===== config.mk =====
export PLATFORM = sky130hd
export DESIGN_NAME = deep_sleep_clock_gate
export DESIGN_NICKNAME = d
export VERILOG_FILES = /design/src/unit_clock_stage.v /design/src/deep_sleep_clock_gate.v
export VERILOG_INCLUDE_DIRS = /design/src
export SDC_FILE = /design/constraint.sdc
export NUM_CORES = 1
export LEC_CHECK = 0
export ABC_AREA = 1
export BUFFER_PORTS_ARGS = -buffer_cell sky130_fd_sc_hd__buf_4
export CORE_ASPECT_RATIO = 1.25
export CORE_MARGIN = 3
export CORE_UTILIZATION = 33
export DETAILED_ROUTE_END_ITERATION = 10
export HOLD_SLACK_MARGIN = 0.12
export PLACE_DENSITY = 0.77
export SLEW_MARGIN = 20
export SYNTH_ARGS = -nofsm -noshare
export SYNTH_HDL_FRONTEND = slang
export SYNTH_SLANG_ARGS = --single-unit
export TNS_END_PERCENT = 20

===== constraint.sdc =====
create_clock -name clk -period 1.5 [get_ports clk]
set_clock_uncertainty 0.2 [all_clocks]
set_input_delay 0.45 -clock clk [delete_from_list [all_inputs] [get_ports clk]]
set_output_delay 0.45 -clock clk [all_outputs]
set_load 0.02 [all_outputs]

===== src/deep_sleep_clock_gate_regs.vh =====
`ifndef DEEP_SLEEP_CLOCK_GATE_REGS_VH
`define DEEP_SLEEP_CLOCK_GATE_REGS_VH

// ----------------------------------------------------------------
// Register map
// ----------------------------------------------------------------
`define SYSCTL_BASE_ADDR 32'h400fe000
`define DEEP_GATE_OFFSET 12'h128
`define DEEP_GATE_RESET 32'h00000000
`define DEEP_GATE_WRITE_MASK 32'h5000007f

// ----------------------------------------------------------------
// Field positions
// ----------------------------------------------------------------
`define PHY_CLOCK_ENABLE_BIT 30
`define MAC_CLOCK_ENABLE_BIT 28
`define PORT_A_CLOCK_ENABLE_BIT 0
`define PORT_G_CLOCK_ENABLE_BIT 6

// ----------------------------------------------------------------
// Unit indices on the enable vector
// ----------------------------------------------------------------
`define UNIT_COUNT 9
`define UNIT_MAC_INDEX 7
`define UNIT_PHY_INDEX 8

`endif


===== src/unit_clock_stage.v =====
`timescale 1ns/1ps
`default_nettype none

// ----------------------------------------------------------------
// One unit: registered clock enable and access fault
// ----------------------------------------------------------------
module unit_clock_stage (
  input wire clk,          // System clock
  input wire rst,          // Asynchronous reset, active high
  input wire enable_next,  // Enable chosen for the active power mode
  input wire access,       // Bus access aimed at this unit
  output reg clk_en,       // Clock enable for the unit's gate cell
  output reg fault         // Bus fault, high the cycle after each access made while clk_en is low
);

  // Enable changes only on a clock edge or when rst rises, so a latch-based gate cell
  // downstream sees a mid-cycle edge only at reset and cuts no pulse
  always @(posedge clk or posedge rst) begin
    if (rst) begin
      clk_en <= 1'b0;
      fault <= 1'b0;
    end else begin
      clk_en <= enable_next;
      fault <= access & ~clk_en;
    end
  end

endmodule // unit_clock_stage

`default_nettype wire


===== src/deep_sleep_clock_gate.v =====
// Design decision made here: the plain strobed port.
`timescale 1ns/1ps
`default_nettype none
`include "deep_sleep_clock_gate_regs.vh"

module deep_sleep_clock_gate #(
  parameter ADDR_WIDTH = 12,  // Register port address width
  parameter UNITS = 9         // Number of gated units
) (
  input wire clk,                     // System clock, 125 MHz
  input wire rst,                     // Asynchronous reset, active high
  input wire [ADDR_WIDTH-1:0] addr,   // Register byte offset
  input wire [31:0] wdata,            // Write data
  input wire wr,                      // Write strobe
  input wire rd,                      // Read strobe
  output reg [31:0] rdata,            // Read data, cycle after rd
  input wire sleep,                   // System is in sleep
  input wire deep_sleep,              // System is in deep sleep
  input wire auto_clock_gating,       // Auto gating bit of run_clock_config
  input wire [31:0] run_clock_gate_2,    // Run-mode gating register value
  input wire [31:0] sleep_clock_gate_2,  // Sleep-mode gating register value
  input wire [UNITS-1:0] unit_access,    // Bus access aimed at each unit
  output wire [UNITS-1:0] unit_clk_en,   // Registered clock enable per unit
  output wire [UNITS-1:0] unit_fault     // Registered bus fault pulse per unit
);

  // ----------------------------------------------------------------
  // Power modes
  // ----------------------------------------------------------------
  localparam [1:0] MODE_RUN = 2'b00;
  localparam [1:0] MODE_SLEEP = 2'b01;
  localparam [1:0] MODE_DEEP = 2'b10;

  // ----------------------------------------------------------------
  // Field extraction, used for all three gating registers
  // ----------------------------------------------------------------
  function [8:0] unit_enables;
    input [31:0] word;
    begin
      unit_enables = {word[`PHY_CLOCK_ENABLE_BIT],
                      word[`MAC_CLOCK_ENABLE_BIT],
                      word[`PORT_G_CLOCK_ENABLE_BIT:`PORT_A_CLOCK_ENABLE_BIT]};
    end
  endfunction

  reg [31:0] deep_sleep_clock_gate_2_reg;
  reg [1:0] mode_reg;
  reg [1:0] mode_next;
  reg [8:0] enable_next;
  wire hit;

  // ----------------------------------------------------------------
  // Register port
  // ----------------------------------------------------------------
  assign hit = (addr == `DEEP_GATE_OFFSET);

  always @(posedge clk or posedge rst) begin
    if (rst) begin
      deep_sleep_clock_gate_2_reg <= `DEEP_GATE_RESET;
      rdata <= 32'h00000000;
    end else begin
      if (wr && hit) begin
        // Reserved bits stay zero whatever is written
        deep_sleep_clock_gate_2_reg <= wdata & `DEEP_GATE_WRITE_MASK;
      end
      if (rd && hit) begin
        rdata <= deep_sleep_clock_gate_2_reg;
      end else begin
        rdata <= 32'h00000000;
      end
    end
  end

  // ----------------------------------------------------------------
  // Mode selection
  // ----------------------------------------------------------------
  always @* begin
    mode_next = MODE_RUN;
    if (auto_clock_gating && deep_sleep) begin
      mode_next = MODE_DEEP;
    end else if (auto_clock_gating && sleep) begin
      mode_next = MODE_SLEEP;
    end
  end

  always @(posedge clk or posedge rst) begin
    if (rst) begin
      mode_reg <= MODE_RUN;
    end else begin
      mode_reg <= mode_next;
    end
  end

  always @* begin
    case (mode_reg)
      MODE_DEEP: enable_next = unit_enables(deep_sleep_clock_gate_2_reg);
      MODE_SLEEP: enable_next = unit_enables(sleep_clock_gate_2);
      MODE_RUN: enable_next = unit_enables(run_clock_gate_2);
      default: enable_next = 9'h000;
    endcase
  end

  // ----------------------------------------------------------------
  // Per-unit enable and fault
  // ----------------------------------------------------------------
  genvar i;
  generate
    for (i = 0; i < UNITS; i = i + 1) begin : g_unit
      unit_clock_stage u_stage (
        .clk(clk),
        .rst(rst),
        .enable_next(enable_next[i]),
        .access(unit_access[i]),
        .clk_en(unit_clk_en[i]),
        .fault(unit_fault[i])
      );
    end
  endgenerate

endmodule // deep_sleep_clock_gate

`default_nettype wire


==> impl_results.md, run 1 <==
- First-pass iteration count of the detailed router: 4
- Fin. max-slew vios: 0
- Synth Area in XOR/XNOR: 0
- Final count of negative-setup-slack endpoints: 0
- Overall overflow remaining after global route: 0
- Sequential group share of total power: 0.430
- Synth Register Bits: 38
- Cell type of the slowest stage on the worst timing path: sky130_fd_sc_hd__dfrtp_1
- Post-synth EDFFs: 0
- Yosys cell types: 14
- Most used standard cells in the synthesized netlist: sky130_fd_sc_hd__nand2_1 (42), sky130_fd_sc_hd__buf_4 (41), sky130_fd_sc_hd__dfrtp_1 (38)
- Total area of sequential cells: 951 um^2
- Number of sinks handled by clock tree synthesis: 38
- Fraction of power consumed by combinational cells: 0.156
- Standard cell core area: 5190 um^2
- Number of failing hold endpoints at the final stage: 0
- Vias in the first global route: 1355
- Tmin final: 1.47 ns
- Global-route wire length before repair: 5.96 mm
- Startpoint class of the critical path: register
- Part of the total power dissipated in the clock network: 0.415
- Number of antenna violations at the first check in global routing: 0
- Data arrival time of the critical path: 0.82 ns
- Count of maximum capacitance violations: 0
- Critical Path Stages: 1
- CTS clock-pin slew for the worst setup and hold paths: 0.07 ns
- Clk root buf: sky130_fd_sc_hd__clkbuf_8
- R2r endpoint: g_unit[7].u_stage.clk_en
- NumNets Final: 395
- Count of placed standard cells including taps: 325
- Last weighted congestion value of the routability-driven placer: 0.666
- Area fraction of the dominant cell type after synthesis: 0.529
- Adder and majority cell fraction of the synthesized area: 0
- Synth Instances: 197
- Filler Cell Count: 527
- Clk Latency, worst-skew pair: 0.28 ns
- Starting density of the core: 0.347
- Layout cell share with drive strength beyond 1: 0.371
- Register-to-register setup slack: 0.25 ns
- Deepest clock path buffer count: 2
- WL final: 3.62 mm
- Sw Ratio: 0.225
- Placed wire-length estimate after detailed placement: 3.03 mm
- Switching power total: 0.000571 W
- CP Cell Sequence: buf_6
- Largest net degree at the start of global routing: 39
- Seq/Total Area, Yosys: 0.529
- Maximum fanout along the worst path: 2
- Start-to-end type of the worst setup path: reg -> out
- Number of levels in the clock H-tree: 2
- Dominant combinational cell family by area after synthesis: buffers and inverters
- Depth of the worst register-to-register path: 3
- Slowest cell delay on critical path: 0.40 ns
- Combined global-route utilization of all metal layers: 0.121
- RSZ-0062 raised after global routing: yes
- Via count normalized by instance count: 4.08
- Crit path buffers/inverters: 1
- Synth Cell Area: 1800 um^2
- Area used by multi-input combinational logic: 513 um^2
- Area of the die: 6380 um^2
- Mux contribution to synthesized area: 0
- Floorplan die width: 72.0 um
- Result of the run: finished clean
- Async SR Flop Fraction: 1.00
- Via count of the routed design: 1362
- PD cells: 1010 nW/um^2
- Floorplan die height: 88.5 um
- TritonCTS clock tree: built
- Detail Route Antenna Nets: 0
- Placed standard-cell area: 2300 um^2
- Reg-to-Reg Start: mode_reg[1]
- Number of remaining DRC errors: 0
- Top FF cell, synth: sky130_fd_sc_hd__dfrtp_1
- Number of placement rows: 29
- Compound-cell area share of the yosys netlist: 0.0376
- Number of buffers created by CTS: 5
- Warnings from Yosys: 0
- Critical path's top delay family: flip-flops
- CP Launch Point: g_unit[5].u_stage.clk_en
- CP endpoint kind: primary output
- Min-Delay Path Class: in -> reg
- Finished Cell Area: 2500 um^2
- I/O Buffers: 81
- Maximum vdd drop: 0.317 mV
- Average routed wire per standard cell: 10.8 um
- I/O pins: 174
- Synth area leaders: sky130_fd_sc_hd__dfrtp_1 (53%), sky130_fd_sc_hd__buf_4 (17%), sky130_fd_sc_hd__nand2_1 (8.8%), sky130_fd_sc_hd__nor2_1 (5.4%), sky130_fd_sc_hd__inv_1 (5.0%)
- Standby leakage power: 1.35 nW
- Setup bufs post-CTS: 0
- Area added between synthesis and finish: 39.2%
- Last element of the critical path: unit_clk_en[5]
- Top achievable clock speed: 680 MHz
- Synthesized area per cell: 9.13 um^2
- Critical path data required time: 0.85 ns
- Library cell occupying the most area in the post-synthesis netlist: sky130_fd_sc_hd__dfrtp_1
- Cell with the most instances after synthesis: sky130_fd_sc_hd__nand2_1
- Fraction of the mapped netlist area in simple logic gates: 0.196
- Antenna cells: 0
- Internal Power: 0.00197 W
- DRC violation total after the first TritonRoute iteration: 59
- Post-route fraction of the period consumed by the critical path: 0.980
- Filler-free cell count of the finished design: 334
metal layers:
metal  share of wire  wire (um)  track usage  vias to the layer above
li1                -          -            -                      688
met1            0.35       1280        0.130                      608
met2            0.54       1940        0.219                       60
met3           0.088        319       0.0318                        6
met4           0.022         79       0.0581                        0
met5               0          0            0                        -
kinds of logic (layout without fill, tap and decap cells):
kind of cell	Yosys count	in the layout
AOI/OAI and AO/OA	9	9
buffers and inverters	68	121
DFF	38	38
other	1	23
and+or+nand+nor	81	81
how the worst min path moves through the flow:
| stage | cells after the start | from | endpoint |
|---|---|---|---|
| floorplan | 1 | g_unit[0].u_stage.clk_en | g_unit[0].u_stage.fault |
| global placement | 1 | g_unit[5].u_stage.clk_en | g_unit[5].u_stage.fault |
| detailed placement | 1 | g_unit[6].u_stage.clk_en | g_unit[6].u_stage.fault |
| CTS | 3 | unit_access[1] | g_unit[1].u_stage.fault |
| global route | 3 | unit_access[5] | g_unit[5].u_stage.fault |
| finish | 3 | unit_access[1] | g_unit[1].u_stage.fault |
per-stage QoR:
| step | hold WS [ns] | power, W | setup slack (ns) | TNS [ns] | util |
|---|---|---|---|---|---|
| 5_1_grt | 0.164 | 0.00265 | -0.0160 | -0.0599 | 0.482 |
| 3_3_place_gp | 0.206 | 0.00148 | -0.177 | -2.28 | 0.443 |
| 3_5_place_dp | 0.210 | 0.00149 | -0.219 | -2.75 | 0.443 |
| 6_report | 0.164 | 0.00254 | 0.0299 | 0 | 0.482 |
| 4_1_cts | 0.153 | 0.00256 | 0.00154 | 0 | 0.473 |
| 2_1_floorplan | 0.201 | 0.00139 | 0.0964 | 0 | - |
cells in the final DEF (no fill, tap or decap), drive strengths merged, types with 2 or more instances in the layout:
cell    instances
nand3           2
conb           23
nand4           9
o211ai          9
dfrtp          38
inv            23
nor2           27
buf            88
clkbuf          6
nand2          42
bufinv          2
final cells by class:
class                      instances  share of cell area
clock buffer                       6              0.0330
clock inverter                     2              0.0240
inverter                          24              0.0375
multi-input combinational        113               0.205
sequential                        38               0.380
tap                               62              0.0310
timing repair buffer              89               0.290
power by group through the flow:
stage                     clock network, W  registers (W)  logic, W
after floorplan                          0        0.00110  0.000285
after global placement                   0        0.00110  0.000375
after detailed placement                 0        0.00111  0.000383
after CTS                          0.00109        0.00109  0.000385
after global routing               0.00113        0.00110  0.000429
final                              0.00105        0.00109  0.000395
repair_timing:
action | in CTS | in global routing
gates resized for setup | 0 | 13
endpoints found under the hold margin | 38 | 0
endpoints found under the setup margin | 0 | 19
hold buffers | 1 | 0
(Power assumes the default switching activity.)
==> run 2, diff against run 1 <==
--- a/config.mk
+++ b/config.mk
@@ -10,10 +10,10 @@
 export BUFFER_PORTS_ARGS = -buffer_cell sky130_fd_sc_hd__buf_4
 export CORE_ASPECT_RATIO = 1.25
 export CORE_MARGIN = 3
-export CORE_UTILIZATION = 33
+export CORE_UTILIZATION = 36
 export DETAILED_ROUTE_END_ITERATION = 10
 export HOLD_SLACK_MARGIN = 0.12
-export PLACE_DENSITY = 0.77
+export PLACE_DENSITY = 0.8
 export SLEW_MARGIN = 20
 export SYNTH_ARGS = -nofsm -noshare
 export SYNTH_HDL_FRONTEND = slang
==> constraint.sdc (replaced) <==
create_clock -name clk -period 1.41 [get_ports clk]
set_clock_uncertainty 0.2 [all_clocks]
set_input_delay 0.423 -clock clk [delete_from_list [all_inputs] [get_ports clk]]
set_output_delay 0.423 -clock clk [all_outputs]
set_load 0.02 [all_outputs]
==> run 2 against run 1 <==
The flow now finishes with violations (setup timing). Sequential share of layout area shrank 1.1 points. Combinational power grew 13%. Die area shrank 7.7%. Critical path type unchanged. Largest power group unchanged.
==> impl_results.md, run 2 (same netlist as run 1, synthesis figures left out) <==
- Fin. max-slew vios: 0 (unchanged)
- Most common cell after layout, fill and taps aside: sky130_fd_sc_hd__buf_4 (unchanged)
- Combined global-route utilization of all metal layers: 0.133 (was 0.121)
- Clk root buf: sky130_fd_sc_hd__clkbuf_8 (unchanged)
- Number of remaining DRC errors: 0 (unchanged)
- Final count of negative-setup-slack endpoints: 24 (was 0)
- Number of levels in the clock H-tree: 2 (unchanged)
- Last weighted congestion value of the routability-driven placer: 0.747 (was 0.666)
- Area of the die: 5880 um^2 (was 6380 um^2)
- Violations in the final reports: setup timing
- Global-route wire length before repair: 6.27 mm (was 5.96 mm)
- DRC violation total after the first TritonRoute iteration: 54 (was 59)
- Overall overflow remaining after global route: 0 (unchanged)
- Reg-to-Reg Start: mode_reg[1] (unchanged)
- Vias in the first global route: 1479 (was 1355)
- Largest net degree at the start of global routing: 16 (was 39)
- Sw Ratio: 0.247 (was 0.225)
- First-pass iteration count of the detailed router: 4 (unchanged)
- Number of placement rows: 28 (was 29)
- Result of the run: finished with violations (was finished clean)
- NumNets Final: 398 (was 395)
- Final WS setup: -0.0358 ns (was 0.0299 ns)
- Slowest cell delay on critical path: 0.40 ns (about the same)
- Number of buffers created by CTS: 5 (unchanged)
- Maximum vdd drop: 0.424 mV (was 0.317 mV)
- Fraction of power consumed by combinational cells: 0.179 (was 0.156)
- Post-route fraction of the period consumed by the critical path: 1.03
- Placed wire-length estimate after detailed placement: 3.16 mm (was 3.03 mm)
- RSZ-0062 raised after global routing: yes (unchanged)
- Maximum fanout along the worst path: 2 (unchanged)
- Number of failing hold endpoints at the final stage: 0 (unchanged)
- Data arrival time of the critical path: 0.82 ns (about the same)
- Standard cell core area: 4760 um^2 (was 5190 um^2)
- Startpoint of the lowest-slack hold path: unit_access[4] (was unit_access[1])
- Area added between synthesis and finish: 43.1% (was 39.2%)
- Starting density of the core: 0.377 (was 0.347)
- Most frequent cells in the layout: sky130_fd_sc_hd__buf_4 (62), sky130_fd_sc_hd__nand2_1 (42), sky130_fd_sc_hd__dfrtp_1 (38) (was sky130_fd_sc_hd__buf_4 (76), sky130_fd_sc_hd__nand2_1 (42), sky130_fd_sc_hd__dfrtp_1 (38))
- I/O pins: 174 (unchanged)
- CP endpoint kind: primary output (unchanged)
- Floorplan die height: 85.0 um (was 88.5 um)
- I/O Buffers: 81 (unchanged)
- Via count of the routed design: 1405 (was 1362)
- TritonCTS clock tree: built (unchanged)
- Part of the total power dissipated in the clock network: 0.357 (was 0.415)
- Startpoint class of the critical path: register (unchanged)
- CP Launch Point: g_unit[1].u_stage.clk_en (was g_unit[5].u_stage.clk_en)
- Critical path's top delay family: flip-flops (unchanged)
- Via count normalized by instance count: 4.19 (was 4.08)
- Antenna cells: 0 (unchanged)
- Detail Route Antenna Nets: 0 (unchanged)
- Tmin final: 1.45 ns
- Minimum hold slack: 0.147 ns (was 0.164 ns)
- Internal Power: 0.00189 W (was 0.00197 W)
- Count of maximum capacitance violations: 0 (unchanged)
- PD cells: 973 nW/um^2 (was 1010 nW/um^2)
- Number of sinks handled by clock tree synthesis: 38 (unchanged)
- Min-Delay Path Class: in -> reg (unchanged)
- Number of antenna violations at the first check in global routing: 0 (unchanged)
- Top achievable clock speed: 692 MHz
- Layout cell share with drive strength beyond 1: 0.378 (was 0.371)
- Clk Latency, worst-skew pair: 0.28 ns (about the same)
- Crit path buffers/inverters: 1 (unchanged)
- Deepest clock path buffer count: 2 (unchanged)
- Standby leakage power: 1.36 nW (was 1.35 nW)
- Critical path data required time: 0.79 ns (was 0.85 ns)
- CP Cell Sequence: buf_6 (unchanged)
- Switching power total: 0.000620 W (was 0.000571 W)
- Sequential group share of total power: 0.465 (was 0.430)
- Floorplan die width: 69.2 um (was 72.0 um)
- Total negative setup slack: -0.353 ns (was 0 ns)
- Start-to-end type of the worst setup path: reg -> out (unchanged)
- Cell type of the slowest stage on the worst timing path: sky130_fd_sc_hd__dfrtp_1 (unchanged)
- CTS clock-pin slew for the worst setup and hold paths: 0.07 ns (about the same)
- WL final: 3.77 mm (was 3.62 mm)
- Average routed wire per standard cell: 11.2 um (was 10.8 um)
[run 2: changes by cell type in the layout (fill, tap and decap cells not counted), sizes merged]
cell | previous run | this run
bufinv | 2 | 1
clkbuf | 6 | 5
buf | 88 | 91
clkinvlp | 1 | 3
[run 2: metrics by stage]
stage | setup WS [ns] | std cells | power [W] | instance area (um^2) | utilization
after floorplan | 0.0334 | 219 | 0.00147 | 1880 | -
after global placement | -0.243 | 324 | 0.00158 | 2320 | 0.487
after detailed placement | -0.275 | 324 | 0.00159 | 2320 | 0.487
after CTS | -0.0471 | 333 | 0.00253 | 2550 | 0.534
after global routing | -0.0663 | 335 | 0.00263 | 2570 | 0.540
final | -0.0358 | 335 | 0.00251 | 2570 | 0.540
[run 2: metal layers]
metal | GRT usage | part of all wire | up-vias
met5 | 0 | 0 | -
met4 | 0.0586 | 0.020 | 0
met3 | 0.0213 | 0.061 | 7
met2 | 0.268 | 0.57 | 64
met1 | 0.129 | 0.35 | 639
li1 | - | - | 695
[run 2: path summary, 6_finish.rpt]
kind	end	slack (ns)	cells after the start
worst max-delay path	unit_clk_en[1]	-0.04	1
worst min-delay path	g_unit[4].u_stage.fault	0.15	3
worst max register to register	g_unit[1].u_stage.clk_en	0.16	3
worst min register to register	g_unit[4].u_stage.fault	0.24	1
max in group asynchronous	rdata[3]	0.18	4
min in group asynchronous	rdata[2]	0.47	3
[run 2: power by group through the flow]
| stage | sequential (W) | combinational, W | clock, W |
|---|---|---|---|
| after global placement | 0.00117 | 0.000406 | 0 |
| after detailed placement | 0.00118 | 0.000415 | 0 |
| after CTS | 0.00116 | 0.000444 | 0.000922 |
| after global routing | 0.00117 | 0.000486 | 0.000974 |
| after floorplan | 0.00117 | 0.000303 | 0 |
| final | 0.00116 | 0.000447 | 0.000894 |
[run 2: repair_timing]
item                       in CTS  in global routing
gates resized for setup        28                  2
setup endpoints to repair      32                 36
hold buffers                    1                  0
hold endpoints to repair       11                  0
setup buffers                   0                  2
[run 2: tightest hold or removal path, stage by stage]
cell and delay (ns):
sky130_fd_sc_hd__buf_4 0.10, sky130_fd_sc_hd__inv_1 0.04, sky130_fd_sc_hd__nor2_1 0.03
[run 2: final cells by class]
cell class | count | area, um^2
Timing Repair Buffer | 92 | 820
Multi-Input combinational cell | 113 | 520
Inverter | 24 | 93.8
Fill cell | 458 | 2190
Sequential cell | 38 | 951
Tap cell | 60 | 75.1
Clock buffer | 5 | 68.8
Clock inverter | 3 | 45.0
==> run 3, diff against run 2 <==
--- a/config.mk
+++ b/config.mk
@@ -7,13 +7,13 @@
 export NUM_CORES = 1
 export LEC_CHECK = 0
 export ABC_AREA = 1
-export BUFFER_PORTS_ARGS = -buffer_cell sky130_fd_sc_hd__buf_4
-export CORE_ASPECT_RATIO = 1.25
-export CORE_MARGIN = 3
-export CORE_UTILIZATION = 36
+export CORE_AREA = 3 3 66 68
 export DETAILED_ROUTE_END_ITERATION = 10
+export DIE_AREA = 0 0 69 71
+export DONT_BUFFER_PORTS = 1
 export HOLD_SLACK_MARGIN = 0.12
-export PLACE_DENSITY = 0.8
+export MAX_ROUTING_LAYER = met4
+export PLACE_DENSITY = 0.61
 export SLEW_MARGIN = 20
 export SYNTH_ARGS = -nofsm -noshare
 export SYNTH_HDL_FRONTEND = slang
==> run 3 against run 2 <==
The run now ends clean. Utilization up 1.8 points. First-iteration DRC count down 15%. Register-to-register slack better by 0.02 ns. Largest cell class unchanged. Count of clock-buffer cells in the layout up 2. Setup slack better by 0.077 ns. Sequential power up 5%. Routed wire length down 4.3%. Cell area down 15%. Via count down 12%. Sequential share of layout area up 6.6 points.
==> impl_results.md, run 3 (same netlist as run 1, synthesis figures left out) <==
- Post-route fraction of the period consumed by the critical path: 0.971 (was 1.03)
- Number of antenna violations at the first check in global routing: 0 (unchanged)
- Tmin final: 1.37 ns (was 1.45 ns)
- Clk root buf: sky130_fd_sc_hd__clkbuf_8 (unchanged)
- Floorplan die height: 71 um (was 85.0 um)
- Floorplan die width: 69 um (was 69.2 um)
- RSZ-0062 raised after global routing: no (was yes)
- Filler Cell Count: 377 (was 458)
- Fin. max-slew vios: 0 (unchanged)
- Average routed wire per standard cell: 12.8 um (was 11.2 um)
- Result of the run: finished clean (was finished with violations)
- Maximum fanout along the worst path: 2 (unchanged)
- Area of the die: 4900 um^2 (was 5880 um^2)
- Largest net degree at the start of global routing: 39 (was 16)
- Clk Latency, worst-skew pair: 0.28 ns (about the same)
- R2r endpoint: g_unit[1].u_stage.clk_en (unchanged)
- Deepest clock path buffer count: 2 (unchanged)
- Critical path data required time: 0.79 ns (about the same)
- DRC violation total after the first TritonRoute iteration: 46 (was 54)
- CTS clock-pin slew for the worst setup and hold paths: 0.07 ns (about the same)
- Number of levels in the clock H-tree: 2 (unchanged)
- Number of buffers created by CTS: 5 (unchanged)
- Most common cell after layout, fill and taps aside: sky130_fd_sc_hd__nand2_1 (was sky130_fd_sc_hd__buf_4)
- First-pass iteration count of the detailed router: 4 (unchanged)
- CP endpoint kind: primary output (unchanged)
- Antenna cells: 0 (unchanged)
- NumNets Final: 354 (was 398)
- Number of failing hold endpoints at the final stage: 0 (unchanged)
- Total area of sequential cells: 951 um^2 (unchanged)
- Area used by multi-input combinational logic: 508 um^2 (was 520 um^2)
- Switching power total: 0.000569 W (was 0.000620 W)
- Count of placed standard cells including taps: 232 (was 324)
- Top achievable clock speed: 731 MHz (was 692 MHz)
- TritonCTS clock tree: built (unchanged)
- Startpoint of the lowest-slack hold path: rd (was unit_access[4])
- Vias in the first global route: 1225 (was 1479)
- Layout cell share with drive strength beyond 1: 0.0823 (was 0.378)
- Number of sinks handled by clock tree synthesis: 38 (unchanged)
- Reg-to-Reg Start: mode_reg[1] (unchanged)
- Via count of the routed design: 1238 (was 1405)
- Min-Delay Path Class: in -> reg (unchanged)
- Data arrival time of the critical path: 0.75 ns (was 0.82 ns)
- Depth of the worst hold-timing path: 2 (was 3)
- CP Launch Point: g_unit[7].u_stage.clk_en (was g_unit[1].u_stage.clk_en)
- Total negative setup slack: 0 ns (was -0.353 ns)
- Detail Route Antenna Nets: 0 (unchanged)
- Overall overflow remaining after global route: 0 (unchanged)
- Filler-free cell count of the finished design: 281 (was 335)
- Start-to-end type of the worst setup path: reg -> out (unchanged)
- Sequential group share of total power: 0.549 (was 0.465)
- Global-route wire length before repair: 5.78 mm (was 6.27 mm)
- Count of maximum capacitance violations: 0 (unchanged)
- Internal Power: 0.00165 W (was 0.00189 W)
- Number of remaining DRC errors: 0 (unchanged)
- Starting density of the core: 0.459 (was 0.377)
- Final count of negative-setup-slack endpoints: 0 (was 24)
- Last weighted congestion value of the routability-driven placer: 0.724 (was 0.747)
- Standby leakage power: 1.09 nW (was 1.36 nW)
- Most frequent cells in the layout: sky130_fd_sc_hd__nand2_1 (42), sky130_fd_sc_hd__dlygate4sd3_1 (40), sky130_fd_sc_hd__dfrtp_1 (38) (was sky130_fd_sc_hd__buf_4 (62), sky130_fd_sc_hd__nand2_1 (42), sky130_fd_sc_hd__dfrtp_1 (38))
- Placed wire-length estimate after detailed placement: 2.39 mm (was 3.16 mm)
- Part of the total power dissipated in the clock network: 0.334 (was 0.357)
- I/O Buffers: 0 (was 81)
- I/O pins: 174 (unchanged)
- Area added between synthesis and finish: 21.5% (was 43.1%)
- Final Power: 0.00221 W (was 0.00251 W)
- Via count normalized by instance count: 4.41 (was 4.19)
- Fraction of power consumed by combinational cells: 0.117 (was 0.179)
- Combined global-route utilization of all metal layers: 0.156 (was 0.133)
- Sw Ratio: 0.257 (was 0.247)
- WL final: 3.60 mm (was 3.77 mm)
- Startpoint class of the critical path: register (unchanged)
- PD cells: 1010 nW/um^2 (was 973 nW/um^2)
- Number of placement rows: 23 (was 28)
- Maximum vdd drop: 0.468 mV (was 0.424 mV)
- Standard cell core area: 3910 um^2 (was 4760 um^2)
- Register-to-register setup slack: 0.18 ns (was 0.16 ns)
- Endpoint with the worst hold slack: rdata[3] (was g_unit[4].u_stage.fault)
- Depth of the worst register-to-register path: 3 (unchanged)
- Core Util, Final: 0.558 (was 0.540)
run 3: changes by cell type in the layout (fill, tap and decap cells not counted), sizes merged:
cell / before / now
buf: 91 / 7
dlygate4sd3: 1 / 40
clkbuf: 5 / 7
clkinvlp: 3 / 1
bufinv: 1 / 0
clkinv: 0 / 1
dlymetal6s4s: 0 / 1
run 3: how the worst max path moves through the flow:
stage / endpoint / slack [ns] / cells past startpoint
floorplan: rdata[0] / 0.03 / 5
global placement: rdata[2] / -0.10 / 5
detailed placement: rdata[2] / -0.11 / 5
CTS: unit_clk_en[7] / 0.03 / 0
global route: unit_clk_en[7] / 0.005 / 0
finish: unit_clk_en[7] / 0.04 / 0
run 3: repair_timing:
item | 4_1_cts | 5_1_grt
endpoints found under the hold margin | 67 | 0
gates resized for setup | 1 | 1
setup buffers | 0 | 0
endpoints found under the setup margin | 2 | 3
hold buffers | 41 | 0
pin swaps | 0 | 0
run 3: per-stage QoR:
stage,cell area [um^2],hold WS (ns),setup WS (ns)
final,2180,0.146,0.0411
after global routing,2180,0.142,0.00469
after CTS,2180,0.141,0.0289
after detailed placement,1680,0.172,-0.111
after global placement,1680,0.151,-0.100
after floorplan,1880,0.189,0.0334
run 3: power groups by stage:
stage | Clock, W | Combinational, W | Sequential [W]
finish | 0.000739 | 0.000260 | 0.00122
global placement | 0 | 0.000160 | 0.00124
floorplan | 0 | 0.000303 | 0.00117
CTS | 0.000772 | 0.000258 | 0.00122
detailed placement | 0 | 0.000163 | 0.00124
global route | 0.000826 | 0.000287 | 0.00122
run 3: layout make-up:
class,instances,share of cell area
Tap cell,50,0.0286
Timing Repair Buffer,48,0.219
Inverter,24,0.0430
Multi-Input combinational cell,113,0.233
Clock inverter,1,0.00229
Sequential cell,38,0.435
Clock buffer,7,0.0395
run 3: layer usage:
| metal | routed length, um | track usage | vias up |
|---|---|---|---|
| met3 | 313 | 0.0497 | 6 |
| met5 | 0 | - | - |
| met2 | 1840 | 0.275 | 70 |
| met1 | 1390 | 0.165 | 557 |
| met4 | 59 | 0.0521 | 0 |
| li1 | - | - | 605 |
